[config.mk]
export PLATFORM = sky130hd
export DESIGN_NAME = pci_top
export DESIGN_NICKNAME = d
export VERILOG_FILES = /design/src/pkg/pci_pkg.sv /design/src/design/pci_sync.sv /design/src/design/pci_detect.sv /design/src/design/pci_top.sv
export SDC_FILE = /design/constraint.sdc
export NUM_CORES = 1
export LEC_CHECK = 0
export CORE_ASPECT_RATIO = 1.4
export CORE_MARGIN = 1
export CORE_UTILIZATION = 30
export DETAILED_ROUTE_END_ITERATION = 16
export DONT_BUFFER_PORTS = 1
export MAX_ROUTING_LAYER = met4
export PLACE_DENSITY = 0.52
export REMOVE_ABC_BUFFERS = 1
export SYNTH_ARGS = -nofsm -noshare
export SYNTH_HDL_FRONTEND = slang
export SYNTH_HIERARCHICAL = 1
export SYNTH_SLANG_ARGS = --single-unit
[constraint.sdc]
create_clock -name clock -period 1 [get_ports clock]
set_input_delay 0 -clock clock [delete_from_list [all_inputs] [get_ports clock]]
set_output_delay 0 -clock clock [all_outputs]
set_load 0.03 [all_outputs]
[src/pkg/pci_pkg.sv]
// Shared constants and carriers for the pin-change interrupt unit.
// Assumes one system clock and a plain register port, indices 0..4.
package pci_pkg;

  // ----------------------------------------------------------------
  // Widths
  // ----------------------------------------------------------------
  localparam int unsigned ADDR_W = 3;
  localparam int unsigned DATA_W = 8;
  localparam int unsigned LOW_W = 8;
  localparam int unsigned MID_W = 3;
  localparam int unsigned HIGH_W = 8;
  localparam int unsigned PIN_W = 19;
  localparam int unsigned GRP_W = 3;

  // ----------------------------------------------------------------
  // Register indices and bit positions
  // ----------------------------------------------------------------
  localparam logic [2:0] OFF_GROUP_ENABLE = 3'h0;
  localparam logic [2:0] OFF_GROUP_FLAGS = 3'h1;
  localparam logic [2:0] OFF_MASK_LOW = 3'h2;
  localparam logic [2:0] OFF_MASK_MID = 3'h3;
  localparam logic [2:0] OFF_MASK_HIGH = 3'h4;
  localparam int unsigned BIT_HIGH = 2;
  localparam int unsigned BIT_MID = 1;
  localparam int unsigned BIT_LOW = 0;

  // ----------------------------------------------------------------
  // Reset values and counts
  // ----------------------------------------------------------------
  localparam logic [2:0] RST_GROUP = 3'h0;
  localparam logic [7:0] RST_BYTE = 8'h00;
  localparam logic [2:0] RST_MID = 3'h0;
  localparam logic [4:0] RESERVED_ZERO = 5'h00;
  localparam logic [1:0] PRIME_LAST = 2'h3;
  localparam logic [1:0] PRIME_FIRST = 2'h0;

  // ----------------------------------------------------------------
  // Types
  // ----------------------------------------------------------------
  typedef enum logic [0:0] {
    PCI_ST_PRIME = 1'b0,
    PCI_ST_RUN = 1'b1
  } pci_state_e;

  typedef struct packed {
    logic [2:0] addr;
    logic [7:0] wdata;
    logic wr;
    logic rd;
  } pci_bus_req_s;

  typedef struct packed {
    logic [7:0] high;
    logic [2:0] mid;
    logic [7:0] low;
  } pci_pins_s;

endpackage : pci_pkg

[src/design/pci_sync.sv]
// Two-stage synchroniser for the port pin levels.
// Assumes the inputs are asynchronous to clock.
`timescale 1ns/1ps
module pci_sync #(
  parameter int unsigned WIDTH = 19
) (
  input wire logic clock,
  input wire logic rst,
  input wire logic [WIDTH-1:0] async_in,
  output logic [WIDTH-1:0] sync_out
);

  typedef struct packed {
    logic [WIDTH-1:0] meta;
    logic [WIDTH-1:0] level;
  } pci_sync_s;

  pci_sync_s st_q;
  pci_sync_s st_d;

  // First stage feeds only the second stage
  always_comb begin
    st_d.meta = async_in;
    st_d.level = st_q.meta;
  end

  // Synchronous reset to a quiet level
  always_ff @(posedge clock) begin
    if (rst) begin
      st_q <= '0;
    end else begin
      st_q <= st_d;
    end
  end

  assign sync_out = st_q.level;

endmodule : pci_sync

[src/design/pci_detect.sv]
// Change detector for one pin group: masked toggles ORed to one hit.
// Assumes levels are already synchronised to clock.
`timescale 1ns/1ps
module pci_detect #(
  parameter int unsigned WIDTH = 8
) (
  input wire logic clock,
  input wire logic rst,
  input wire logic [WIDTH-1:0] level,
  input wire logic [WIDTH-1:0] mask,
  input wire logic group_enable,
  input wire logic arm,
  output logic hit
);

  typedef struct packed {
    logic [WIDTH-1:0] prev;
  } pci_det_s;

  pci_det_s st_q;
  pci_det_s st_d;
  logic [WIDTH-1:0] toggled;

  // Per-pin toggle gated by its own mask bit
  for (genvar i = 0; i < WIDTH; i++) begin : g_pin
    assign toggled[i] = (level[i] ^ st_q.prev[i]) & mask[i]; // RL14 RL17
  end

  // Previous level follows every cycle, armed or not
  always_comb begin
    st_d.prev = level;
  end

  always_ff @(posedge clock) begin
    if (rst) begin
      st_q <= '0;
    end else begin
      st_q <= st_d;
    end
  end

  assign hit = (|toggled) & group_enable & arm;

endmodule : pci_detect

[src/design/pci_top.sv]
// Pin-change interrupt unit: three pin groups, masks, enables, flags.
// Assumes a single-clock register port and a core that pulses
// vector_service when it starts a group's routine.
//
// Function
// RL1: High group change requests high vector when enabled.
// RL2: Mid group change requests mid vector when enabled.
// RL3: Low group change requests low vector when enabled.
// RL4: Unused upper bits read as zero.
// RL5: High group change sets high flag.
// RL6: Mid group change sets mid flag.
// RL7: Low group change sets low flag.
// RL8: Vector requested only with flag, enable, global.
// RL9: Starting a vector routine clears its flag.
// RL10: Writing one clears flag; zero keeps.
// RL11: Low mask bits gate pins, with enable.
// RL12: Mid mask bits gate pins, with enable.
// RL13: High mask bits gate pins, with enable.
// RL14: Masked-off pins never set flags.
// RL15: Detection keeps working without any I/O clock; here pins are sampled on clock, so detection stops when clock stops.
// RL16: Pins driven as outputs still raise changes.
// RL17: Compare synchronised level to previous, OR masked.
`timescale 1ns/1ps
module pci_top (
  input wire logic clock,
  input wire logic rst,
  input wire pci_pkg::pci_bus_req_s bus_req,
  output logic [7:0] rdata,
  input wire pci_pkg::pci_pins_s pin_level,
  input wire logic global_irq_enable,
  input wire logic [2:0] vector_service,
  output logic [2:0] vector_request
);

  // ----------------------------------------------------------------
  // State
  // ----------------------------------------------------------------
  typedef struct packed {
    logic [2:0] group_enable;
    logic [2:0] group_flags;
    logic [7:0] low_group_mask;
    logic [2:0] mid_group_mask;
    logic [7:0] high_group_mask;
    logic [2:0] request;
    logic [7:0] rdata;
    pci_pkg::pci_state_e state;
    logic [1:0] prime_cnt;
  } pci_top_s;

  pci_top_s st_q;
  pci_top_s st_d;
  pci_pkg::pci_pins_s pin_sync;
  logic [2:0] hit;
  logic [2:0] flag_clr;
  logic arm;

  // ----------------------------------------------------------------
  // Pin sampling and change detection
  // ----------------------------------------------------------------
  // Pins are sampled at the pad, whatever their direction
  pci_sync #(
    .WIDTH(pci_pkg::PIN_W)
  ) u_sync (
    .clock(clock),
    .rst(rst),
    .async_in(pin_level), // RL16
    .sync_out(pin_sync)
  );

  // Detection is only armed once the sync stages hold real levels
  assign arm = (st_q.state == pci_pkg::PCI_ST_RUN);

  pci_detect #(
    .WIDTH(pci_pkg::LOW_W)
  ) u_det_low (
    .clock(clock),
    .rst(rst),
    .level(pin_sync.low),
    .mask(st_q.low_group_mask), // RL11
    .group_enable(st_q.group_enable[pci_pkg::BIT_LOW]),
    .arm(arm),
    .hit(hit[pci_pkg::BIT_LOW])
  );

  pci_detect #(
    .WIDTH(pci_pkg::MID_W)
  ) u_det_mid (
    .clock(clock),
    .rst(rst),
    .level(pin_sync.mid),
    .mask(st_q.mid_group_mask), // RL12
    .group_enable(st_q.group_enable[pci_pkg::BIT_MID]),
    .arm(arm),
    .hit(hit[pci_pkg::BIT_MID])
  );

  pci_detect #(
    .WIDTH(pci_pkg::HIGH_W)
  ) u_det_high (
    .clock(clock),
    .rst(rst),
    .level(pin_sync.high),
    .mask(st_q.high_group_mask), // RL13
    .group_enable(st_q.group_enable[pci_pkg::BIT_HIGH]),
    .arm(arm),
    .hit(hit[pci_pkg::BIT_HIGH])
  );

  // ----------------------------------------------------------------
  // Next state
  // ----------------------------------------------------------------
  // Flag clears from a one written to the flag register or service
  always_comb begin
    flag_clr = vector_service; // RL9
    if (bus_req.wr && bus_req.addr == pci_pkg::OFF_GROUP_FLAGS) begin
      flag_clr = flag_clr | bus_req.wdata[2:0]; // RL10
    end
  end

  always_comb begin
    st_d = st_q;
    st_d.rdata = pci_pkg::RST_BYTE;
    // Priming: wait out the sync pipeline after reset
    case (st_q.state)
      pci_pkg::PCI_ST_PRIME: begin
        st_d.prime_cnt = st_q.prime_cnt + 2'h1;
        if (st_q.prime_cnt == pci_pkg::PRIME_LAST) begin
          st_d.state = pci_pkg::PCI_ST_RUN;
        end
      end
      pci_pkg::PCI_ST_RUN: begin
        st_d.prime_cnt = st_q.prime_cnt;
      end
      default: begin
        st_d.state = pci_pkg::PCI_ST_PRIME;
      end
    endcase
    // Register writes
    if (bus_req.wr) begin
      case (bus_req.addr)
        pci_pkg::OFF_GROUP_ENABLE: begin
          st_d.group_enable = bus_req.wdata[2:0];
        end
        pci_pkg::OFF_MASK_LOW: begin
          st_d.low_group_mask = bus_req.wdata;
        end
        pci_pkg::OFF_MASK_MID: begin
          st_d.mid_group_mask = bus_req.wdata[2:0];
        end
        pci_pkg::OFF_MASK_HIGH: begin
          st_d.high_group_mask = bus_req.wdata;
        end
        default: begin
          st_d.group_enable = st_q.group_enable;
        end
      endcase
    end
    // Set beats clear so a change in the clearing cycle is kept
    st_d.group_flags = (st_q.group_flags & ~flag_clr) | hit; // RL5 RL6 RL7
    // Request follows the new flag, enable and global flag
    st_d.request = st_d.group_flags & st_d.group_enable
      & {pci_pkg::GRP_W{global_irq_enable}}; // RL1 RL2 RL3 RL8
    // Register reads, data valid the cycle after the strobe
    if (bus_req.rd) begin
      case (bus_req.addr)
        pci_pkg::OFF_GROUP_ENABLE: begin
          st_d.rdata = {pci_pkg::RESERVED_ZERO, st_q.group_enable}; // RL4
        end
        pci_pkg::OFF_GROUP_FLAGS: begin
          st_d.rdata = {pci_pkg::RESERVED_ZERO, st_q.group_flags}; // RL4
        end
        pci_pkg::OFF_MASK_LOW: begin
          st_d.rdata = st_q.low_group_mask;
        end
        pci_pkg::OFF_MASK_MID: begin
          st_d.rdata = {pci_pkg::RESERVED_ZERO, st_q.mid_group_mask}; // RL4
        end
        pci_pkg::OFF_MASK_HIGH: begin
          st_d.rdata = st_q.high_group_mask;
        end
        default: begin
          st_d.rdata = pci_pkg::RST_BYTE;
        end
      endcase
    end
  end

  // ----------------------------------------------------------------
  // State register
  // ----------------------------------------------------------------
  // Sampled detection trades wake-from-sleep for a clean single clock
  always_ff @(posedge clock) begin
    if (rst) begin
      st_q.group_enable <= pci_pkg::RST_GROUP;
      st_q.group_flags <= pci_pkg::RST_GROUP;
      st_q.low_group_mask <= pci_pkg::RST_BYTE;
      st_q.mid_group_mask <= pci_pkg::RST_MID;
      st_q.high_group_mask <= pci_pkg::RST_BYTE;
      st_q.request <= pci_pkg::RST_GROUP;
      st_q.rdata <= pci_pkg::RST_BYTE;
      st_q.state <= pci_pkg::PCI_ST_PRIME;
      st_q.prime_cnt <= pci_pkg::PRIME_FIRST;
    end else begin
      st_q <= st_d; // RL15
    end
  end

  assign rdata = st_q.rdata;
  assign vector_request = st_q.request;

  // ----------------------------------------------------------------
  // Assertions
  // ----------------------------------------------------------------
  high_request_a: assert property (@(posedge clock) disable iff (rst) // RL1
    !$past(rst) |-> vector_request[2] ==
      (st_q.group_flags[2] && st_q.group_enable[2] && $past(global_irq_enable)))
    else $error("high vector request mismatch");

  mid_request_a: assert property (@(posedge clock) disable iff (rst) // RL2
    !$past(rst) |-> vector_request[1] ==
      (st_q.group_flags[1] && st_q.group_enable[1] && $past(global_irq_enable)))
    else $error("mid vector request mismatch");

  low_request_a: assert property (@(posedge clock) disable iff (rst) // RL3
    !$past(rst) |-> vector_request[0] ==
      (st_q.group_flags[0] && st_q.group_enable[0] && $past(global_irq_enable)))
    else $error("low vector request mismatch");

  reserved_zero_a: assert property (@(posedge clock) disable iff (rst) // RL4
    bus_req.rd && (bus_req.addr == pci_pkg::OFF_GROUP_ENABLE
      || bus_req.addr == pci_pkg::OFF_GROUP_FLAGS
      || bus_req.addr == pci_pkg::OFF_MASK_MID)
    |=> rdata[7:3] == 5'h00 && (rdata[2:0] == $past(st_q.group_flags)
      || $past(bus_req.addr) != pci_pkg::OFF_GROUP_FLAGS))
    else $error("reserved bits read nonzero");

  high_flag_set_a: assert property (@(posedge clock) disable iff (rst) // RL5
    hit[2] |=> st_q.group_flags[2])
    else $error("high flag not set on change");

  mid_flag_set_a: assert property (@(posedge clock) disable iff (rst) // RL6
    hit[1] |=> st_q.group_flags[1])
    else $error("mid flag not set on change");

  low_flag_set_a: assert property (@(posedge clock) disable iff (rst) // RL7
    hit[0] |=> st_q.group_flags[0])
    else $error("low flag not set on change");

  no_global_a: assert property (@(posedge clock) disable iff (rst) // RL8
    !global_irq_enable |=> vector_request == 3'h0)
    else $error("request without global flag");

  service_clear_a: assert property (@(posedge clock) disable iff (rst) // RL9
    vector_service[0] && !hit[0] |=> !st_q.group_flags[0])
    else $error("service did not clear flag");

  write_keep_a: assert property (@(posedge clock) disable iff (rst) // RL10
    bus_req.wr && bus_req.addr == pci_pkg::OFF_GROUP_FLAGS
      && !bus_req.wdata[0] && !vector_service[0] && st_q.group_flags[0]
    |=> st_q.group_flags[0])
    else $error("zero write altered flag");

  write_clear_a: assert property (@(posedge clock) disable iff (rst) // RL10
    bus_req.wr && bus_req.addr == pci_pkg::OFF_GROUP_FLAGS
      && bus_req.wdata[0] && !hit[0]
    |=> !st_q.group_flags[0])
    else $error("one write did not clear flag");

  low_gate_a: assert property (@(posedge clock) disable iff (rst) // RL11
    !st_q.group_enable[0] && !st_q.group_flags[0] |=> !st_q.group_flags[0])
    else $error("disabled low group set flag");

  mid_gate_a: assert property (@(posedge clock) disable iff (rst) // RL12
    !st_q.group_enable[1] && !st_q.group_flags[1] |=> !st_q.group_flags[1])
    else $error("disabled mid group set flag");

  high_mask_a: assert property (@(posedge clock) disable iff (rst) // RL14
    st_q.high_group_mask == 8'h00 && !st_q.group_flags[2]
    |=> !st_q.group_flags[2])
    else $error("masked high pins set flag");

  pin_change_a: assert property (@(posedge clock) disable iff (rst) // RL17
    arm && st_q.group_enable[0] && st_q.low_group_mask[0]
      && $changed(pin_sync.low[0])
    |=> st_q.group_flags[0])
    else $error("masked change missed");

  high_gate_a: assert property (@(posedge clock) disable iff (rst) // RL13
    !st_q.group_enable[2]
      && !st_q.group_flags[2]
    |=> !st_q.group_flags[2])
    else $error("disabled high group set flag");

  low_mask_a: assert property (@(posedge clock) disable iff (rst) // RL14
    st_q.low_group_mask == 8'h00
      && !st_q.group_flags[0]
    |=> !st_q.group_flags[0])
    else $error("masked low pins set flag");

  mid_mask_a: assert property (@(posedge clock) disable iff (rst) // RL14
    st_q.mid_group_mask == 3'h0
      && !st_q.group_flags[1]
    |=> !st_q.group_flags[1])
    else $error("masked mid pins set flag");

  mid_service_a: assert property (@(posedge clock) disable iff (rst) // RL9
    vector_service[1]
      && !hit[1]
    |=> !st_q.group_flags[1])
    else $error("service did not clear mid flag");

  high_service_a: assert property (@(posedge clock) disable iff (rst) // RL9
    vector_service[2]
      && !hit[2]
    |=> !st_q.group_flags[2])
    else $error("service did not clear high flag");

  one_write_all_a: assert property (@(posedge clock) disable iff (rst) // RL10
    bus_req.wr && bus_req.addr == pci_pkg::OFF_GROUP_FLAGS
    |=> (st_q.group_flags & $past(bus_req.wdata[2:0]) & ~$past(hit))
      == 3'h0)
    else $error("one write left a flag set");

  low_source_a: assert property (@(posedge clock) disable iff (rst) // RL7
    !st_q.group_flags[0]
      && !hit[0]
    |=> !st_q.group_flags[0])
    else $error("low flag set without change");

  mid_source_a: assert property (@(posedge clock) disable iff (rst) // RL6
    !st_q.group_flags[1]
      && !hit[1]
    |=> !st_q.group_flags[1])
    else $error("mid flag set without change");

  high_source_a: assert property (@(posedge clock) disable iff (rst) // RL5
    !st_q.group_flags[2]
      && !hit[2]
    |=> !st_q.group_flags[2])
    else $error("high flag set without change");

  low_mask_read_a: assert property (@(posedge clock) disable iff (rst) // RL11
    bus_req.rd
      && bus_req.addr == pci_pkg::OFF_MASK_LOW
    |=> rdata == $past(st_q.low_group_mask))
    else $error("low mask read back wrong");

  read_window_a: assert property (@(posedge clock) disable iff (rst)
    !bus_req.rd |=> rdata == 8'h00)
    else $error("read data outside its cycle");

endmodule : pci_top

==> flow_metrics.tcl <==
set metrics [dict create \
    fin_crit_ns 1.130 \
    postLayoutCoreUtil_pct 37.75 \
    dp_slack_ns -0.2162 \
    synth_area_um2 3659 \
    violations "negative hold slack, negative setup slack" \
    rsz0062_at_grt "yes" \
    gp_congestion 0.7780 \
    detail_route.wirelength_um 7046 \
    post-route-period-util_pct 113.0 \
    ys_ff_latch 96 \
    port_buffers 0 \
    diodes 0 \
    grt_pass1_vias 2286 \
    ys_seq_area_share_pct 52.53 \
    clock.fmax_mhz 884.8 \
    clock_tree.buffer_depth 2 \
    fillers 1180 \
    grt_max_degree 88 \
    hold_path.class "input pin to flip-flop" \
    via_count 2185 \
    crit_path_cell_trace "xor2_1 -> a22oi_2 -> a41oi_2 -> inv_2 -> a211oi_2" \
    arrival_ns 1.39 \
    p_total_uw 7956 \
    finalHoldViolCount 71 \
    cts_tree "done" \
    ioPinCount 49 \
    start_util_pct 30.80 \
    whs_ns -0.2675 \
    maxSlewViolCount 0 \
    avgViaCountPerCell 4.353 \
    clk_pin_slew_ns 0.06 \
    slowest_stage "dfxtp_2" \
    cts.sinks 96 \
    final_net_count 389 \
    slew_headroom_pct 72.24 \
    grt_overflow 0 \
    avgSynthCellArea_um2 11.54 \
    power_leakage_uw 0.001824 \
    skew_ns 0.007961 \
    wl_per_cell_um 14.04 \
    startpoint_type "flip-flop" \
    h-tree-depth 3 \
    tightest_slew_ns 0.4158 \
    cts-root-buf "clkbuf_16" \
    setup_ws_ns -0.1302 \
    grt_first_pass_wirelength_um 11500 \
    critPathCaptureType "flip-flop" \
    grt_usage_pct 12.55 \
    firstDrtPassIters 4 \
    setup-violations-final 5 \
    drv_cap 0 \
    path_max_fanout 2 \
    die_x_um 95.33 \
    drc 0 \
    ant_nets 0 \
    syn_to_final_growth_pct 22.57 \
    rows 47 \
    ys_warn_count 6 \
    yosysUniqueCellTypes 34 \
    powerDensity_nw_per_um2 1774 \
    layout-drive-gt1-share_pct 24.79 \
    core_area_um2 11880 \
    drtIter0Drc 103 \
    antenna_found_initial 0 \
    syn_inst 317 \
    cpPeakStageDelay_ns 0.34 \
    peakVddDrop_uv 719.5 \
    path_class "flip-flop to flip-flop" \
    layout.cells.non_filler 502 \
    clk_latency_ns 0.34 \
    dpl.cell_count 457 \
    required_ns 1.26 \
    hpwl_um 4746 \
    status "finished with violations" \
    fp.dieH_um 132.7 \
    numCtsBuffers 9 \
    die-area_um2 12650 \
]
[cell usage in the layout (no fill, tap or decap), drive strengths merged, types with 2 or more instances in the layout]
master       synthesis  routed
a22oi               14      14
a2bb2oi              2       2
dlygate4sd3          0      29
buf                 22      17
clkbuf               2      11
nor2                31      31
dfxtp               96      96
a211o                3       3
xor2                20      20
clkinv               0       2
nand2                6       6
inv                  6       7
mux2i               28      28
a21oi                5       5
o22ai                2       2
a211oi               3       3
nor4bb               2       2
nor2b               54      54
a41oi                2       2
nand3b               3       3
and2b                7       7
[Yosys cell counts]
master | instances | area share [%]
nor2b_4 | 20 | 7.5
clkbuf_1 | 2 | 0.21
nor3_1 | 1 | 0.14
nand4b_2 | 1 | 0.41
and4bb_1 | 1 | 0.34
nand2b_1 | 1 | 0.17
xor2_1 | 20 | 4.8
a2bb2oi_1 | 2 | 0.48
nor4bb_1 | 1 | 0.27
a41oi_1 | 2 | 0.48
ha_1 | 1 | 0.34
nand3b_1 | 3 | 0.62
o21ai_0 | 1 | 0.14
and2b_1 | 7 | 1.4
dfxtp_1 | 96 | 53
mux2i_1 | 28 | 7.7
buf_12 | 2 | 1.1
buf_6 | 1 | 0.31
o311a_1 | 1 | 0.27
nor4bb_2 | 1 | 0.44
nor4b_4 | 1 | 0.65
nand2_1 | 6 | 0.62
a211o_1 | 3 | 0.72
nor2_1 | 31 | 3.2
and3_1 | 1 | 0.17
buf_2 | 2 | 0.27
a211oi_2 | 3 | 1.0
inv_1 | 6 | 0.62
buf_1 | 1 | 0.10
o22ai_1 | 2 | 0.34
a22oi_1 | 14 | 2.9
buf_4 | 16 | 3.3
nor2b_1 | 34 | 5.8
a21oi_1 | 5 | 0.68
[cell families after synthesis]
logic type	after synthesis	share of synthesized area (%)
flip-flops	96	52.53
XOR/XNOR	20	4.788
adder cells (fa/ha/maj)	1	0.3419
AND/OR/NAND/NOR	109	21.78
buffers and inverters	30	5.882
AO/OA/AOI/OAI	33	7.011
multiplexers	28	7.661
[per-stage QoR]
| stage | hold WS [ns] | area, um^2 | TNS, ns |
|---|---|---|---|
| floorplan | 0.06428 | 3466 | -5.357 |
| CTS | -0.2769 | 4438 | -0.5842 |
| detailed placement | 0.07710 | 3796 | -0.7869 |
| global placement | 0.07607 | 3796 | -0.6877 |
| global route | -0.2836 | 4484 | -0.8210 |
| finish | -0.2675 | 4484 | -0.5565 |
[routing by layer]
metal  vias to the layer above  global-route usage (%)  share of wire (%)
met3                        12                   2.701                3.0
met2                        33                   20.60                 52
li1                       1103                       -                  -
met4                         0                   6.313                2.3
met5                         -                       -                  0
met1                      1037                   14.08                 43
[worst max-delay path: cells and delay by family, from the launching register on]
family,cells,cell delay [ns]
buf+inv,1,0.07
flops,1,0.34
compound gates,3,0.47
xor+xnor,1,0.18
[area by class of cell]
| class | count | area [um^2] | area share (%) |
|---|---|---|---|
| Timing Repair Buffer | 46 | 430.4 | 9.598 |
| Sequential cell | 96 | 1939 | 43.25 |
| Clock inverter | 5 | 63.81 | 1.423 |
| Clock buffer | 11 | 242.7 | 5.413 |
| Multi-Input combinational cell | 191 | 1602 | 35.71 |
| Inverter | 6 | 22.52 | 0.5022 |
| Tap cell | 147 | 183.9 | 4.102 |
[sequential cells by signal, indices dropped and copies added (netlist names)]
| signal | count |
|---|---|
| arm | 1 |
| rdata | 8 |
| st_q | 27 |
| u_det_high/st_q | 8 |
| u_det_low/st_q | 8 |
| u_det_mid/st_q | 3 |
| u_sync/st_d | 19 |
| u_sync/sync_out | 19 |
| vector_request | 3 |
[power breakdown]
group	total, uW	internal, uW	switching, uW
registers	4030	3960	71.7
clock network	3480	2020	1460
logic	442	297	145
total	7960	6280	1670
[timing repair]
| item | CTS | global route |
|---|---|---|
| buffers inserted | 0 | 0 |
| pin swaps | 10 | 15 |
| hold buffers | 30 | 1 |
| endpoints found under the setup margin | 5 | 8 |
| resized for setup | 12 | 17 |
| endpoints found under the hold margin | 91 | 73 |
[worst paths after layout]
path / from / to / cells past startpoint / slack [ns]
worst max-delay path: u_sync/sync_out[6] / vector_request[0] / 5 / -0.13
worst min-delay path: rst / u_sync/sync_out[8] / 1 / -0.27
worst max register to register: u_sync/sync_out[6] / vector_request[0] / 5 / -0.13
worst min register to register: u_sync/st_d[0] / u_sync/sync_out[0] / 1 / 0.43
Power figures use the tool's default switching activity.
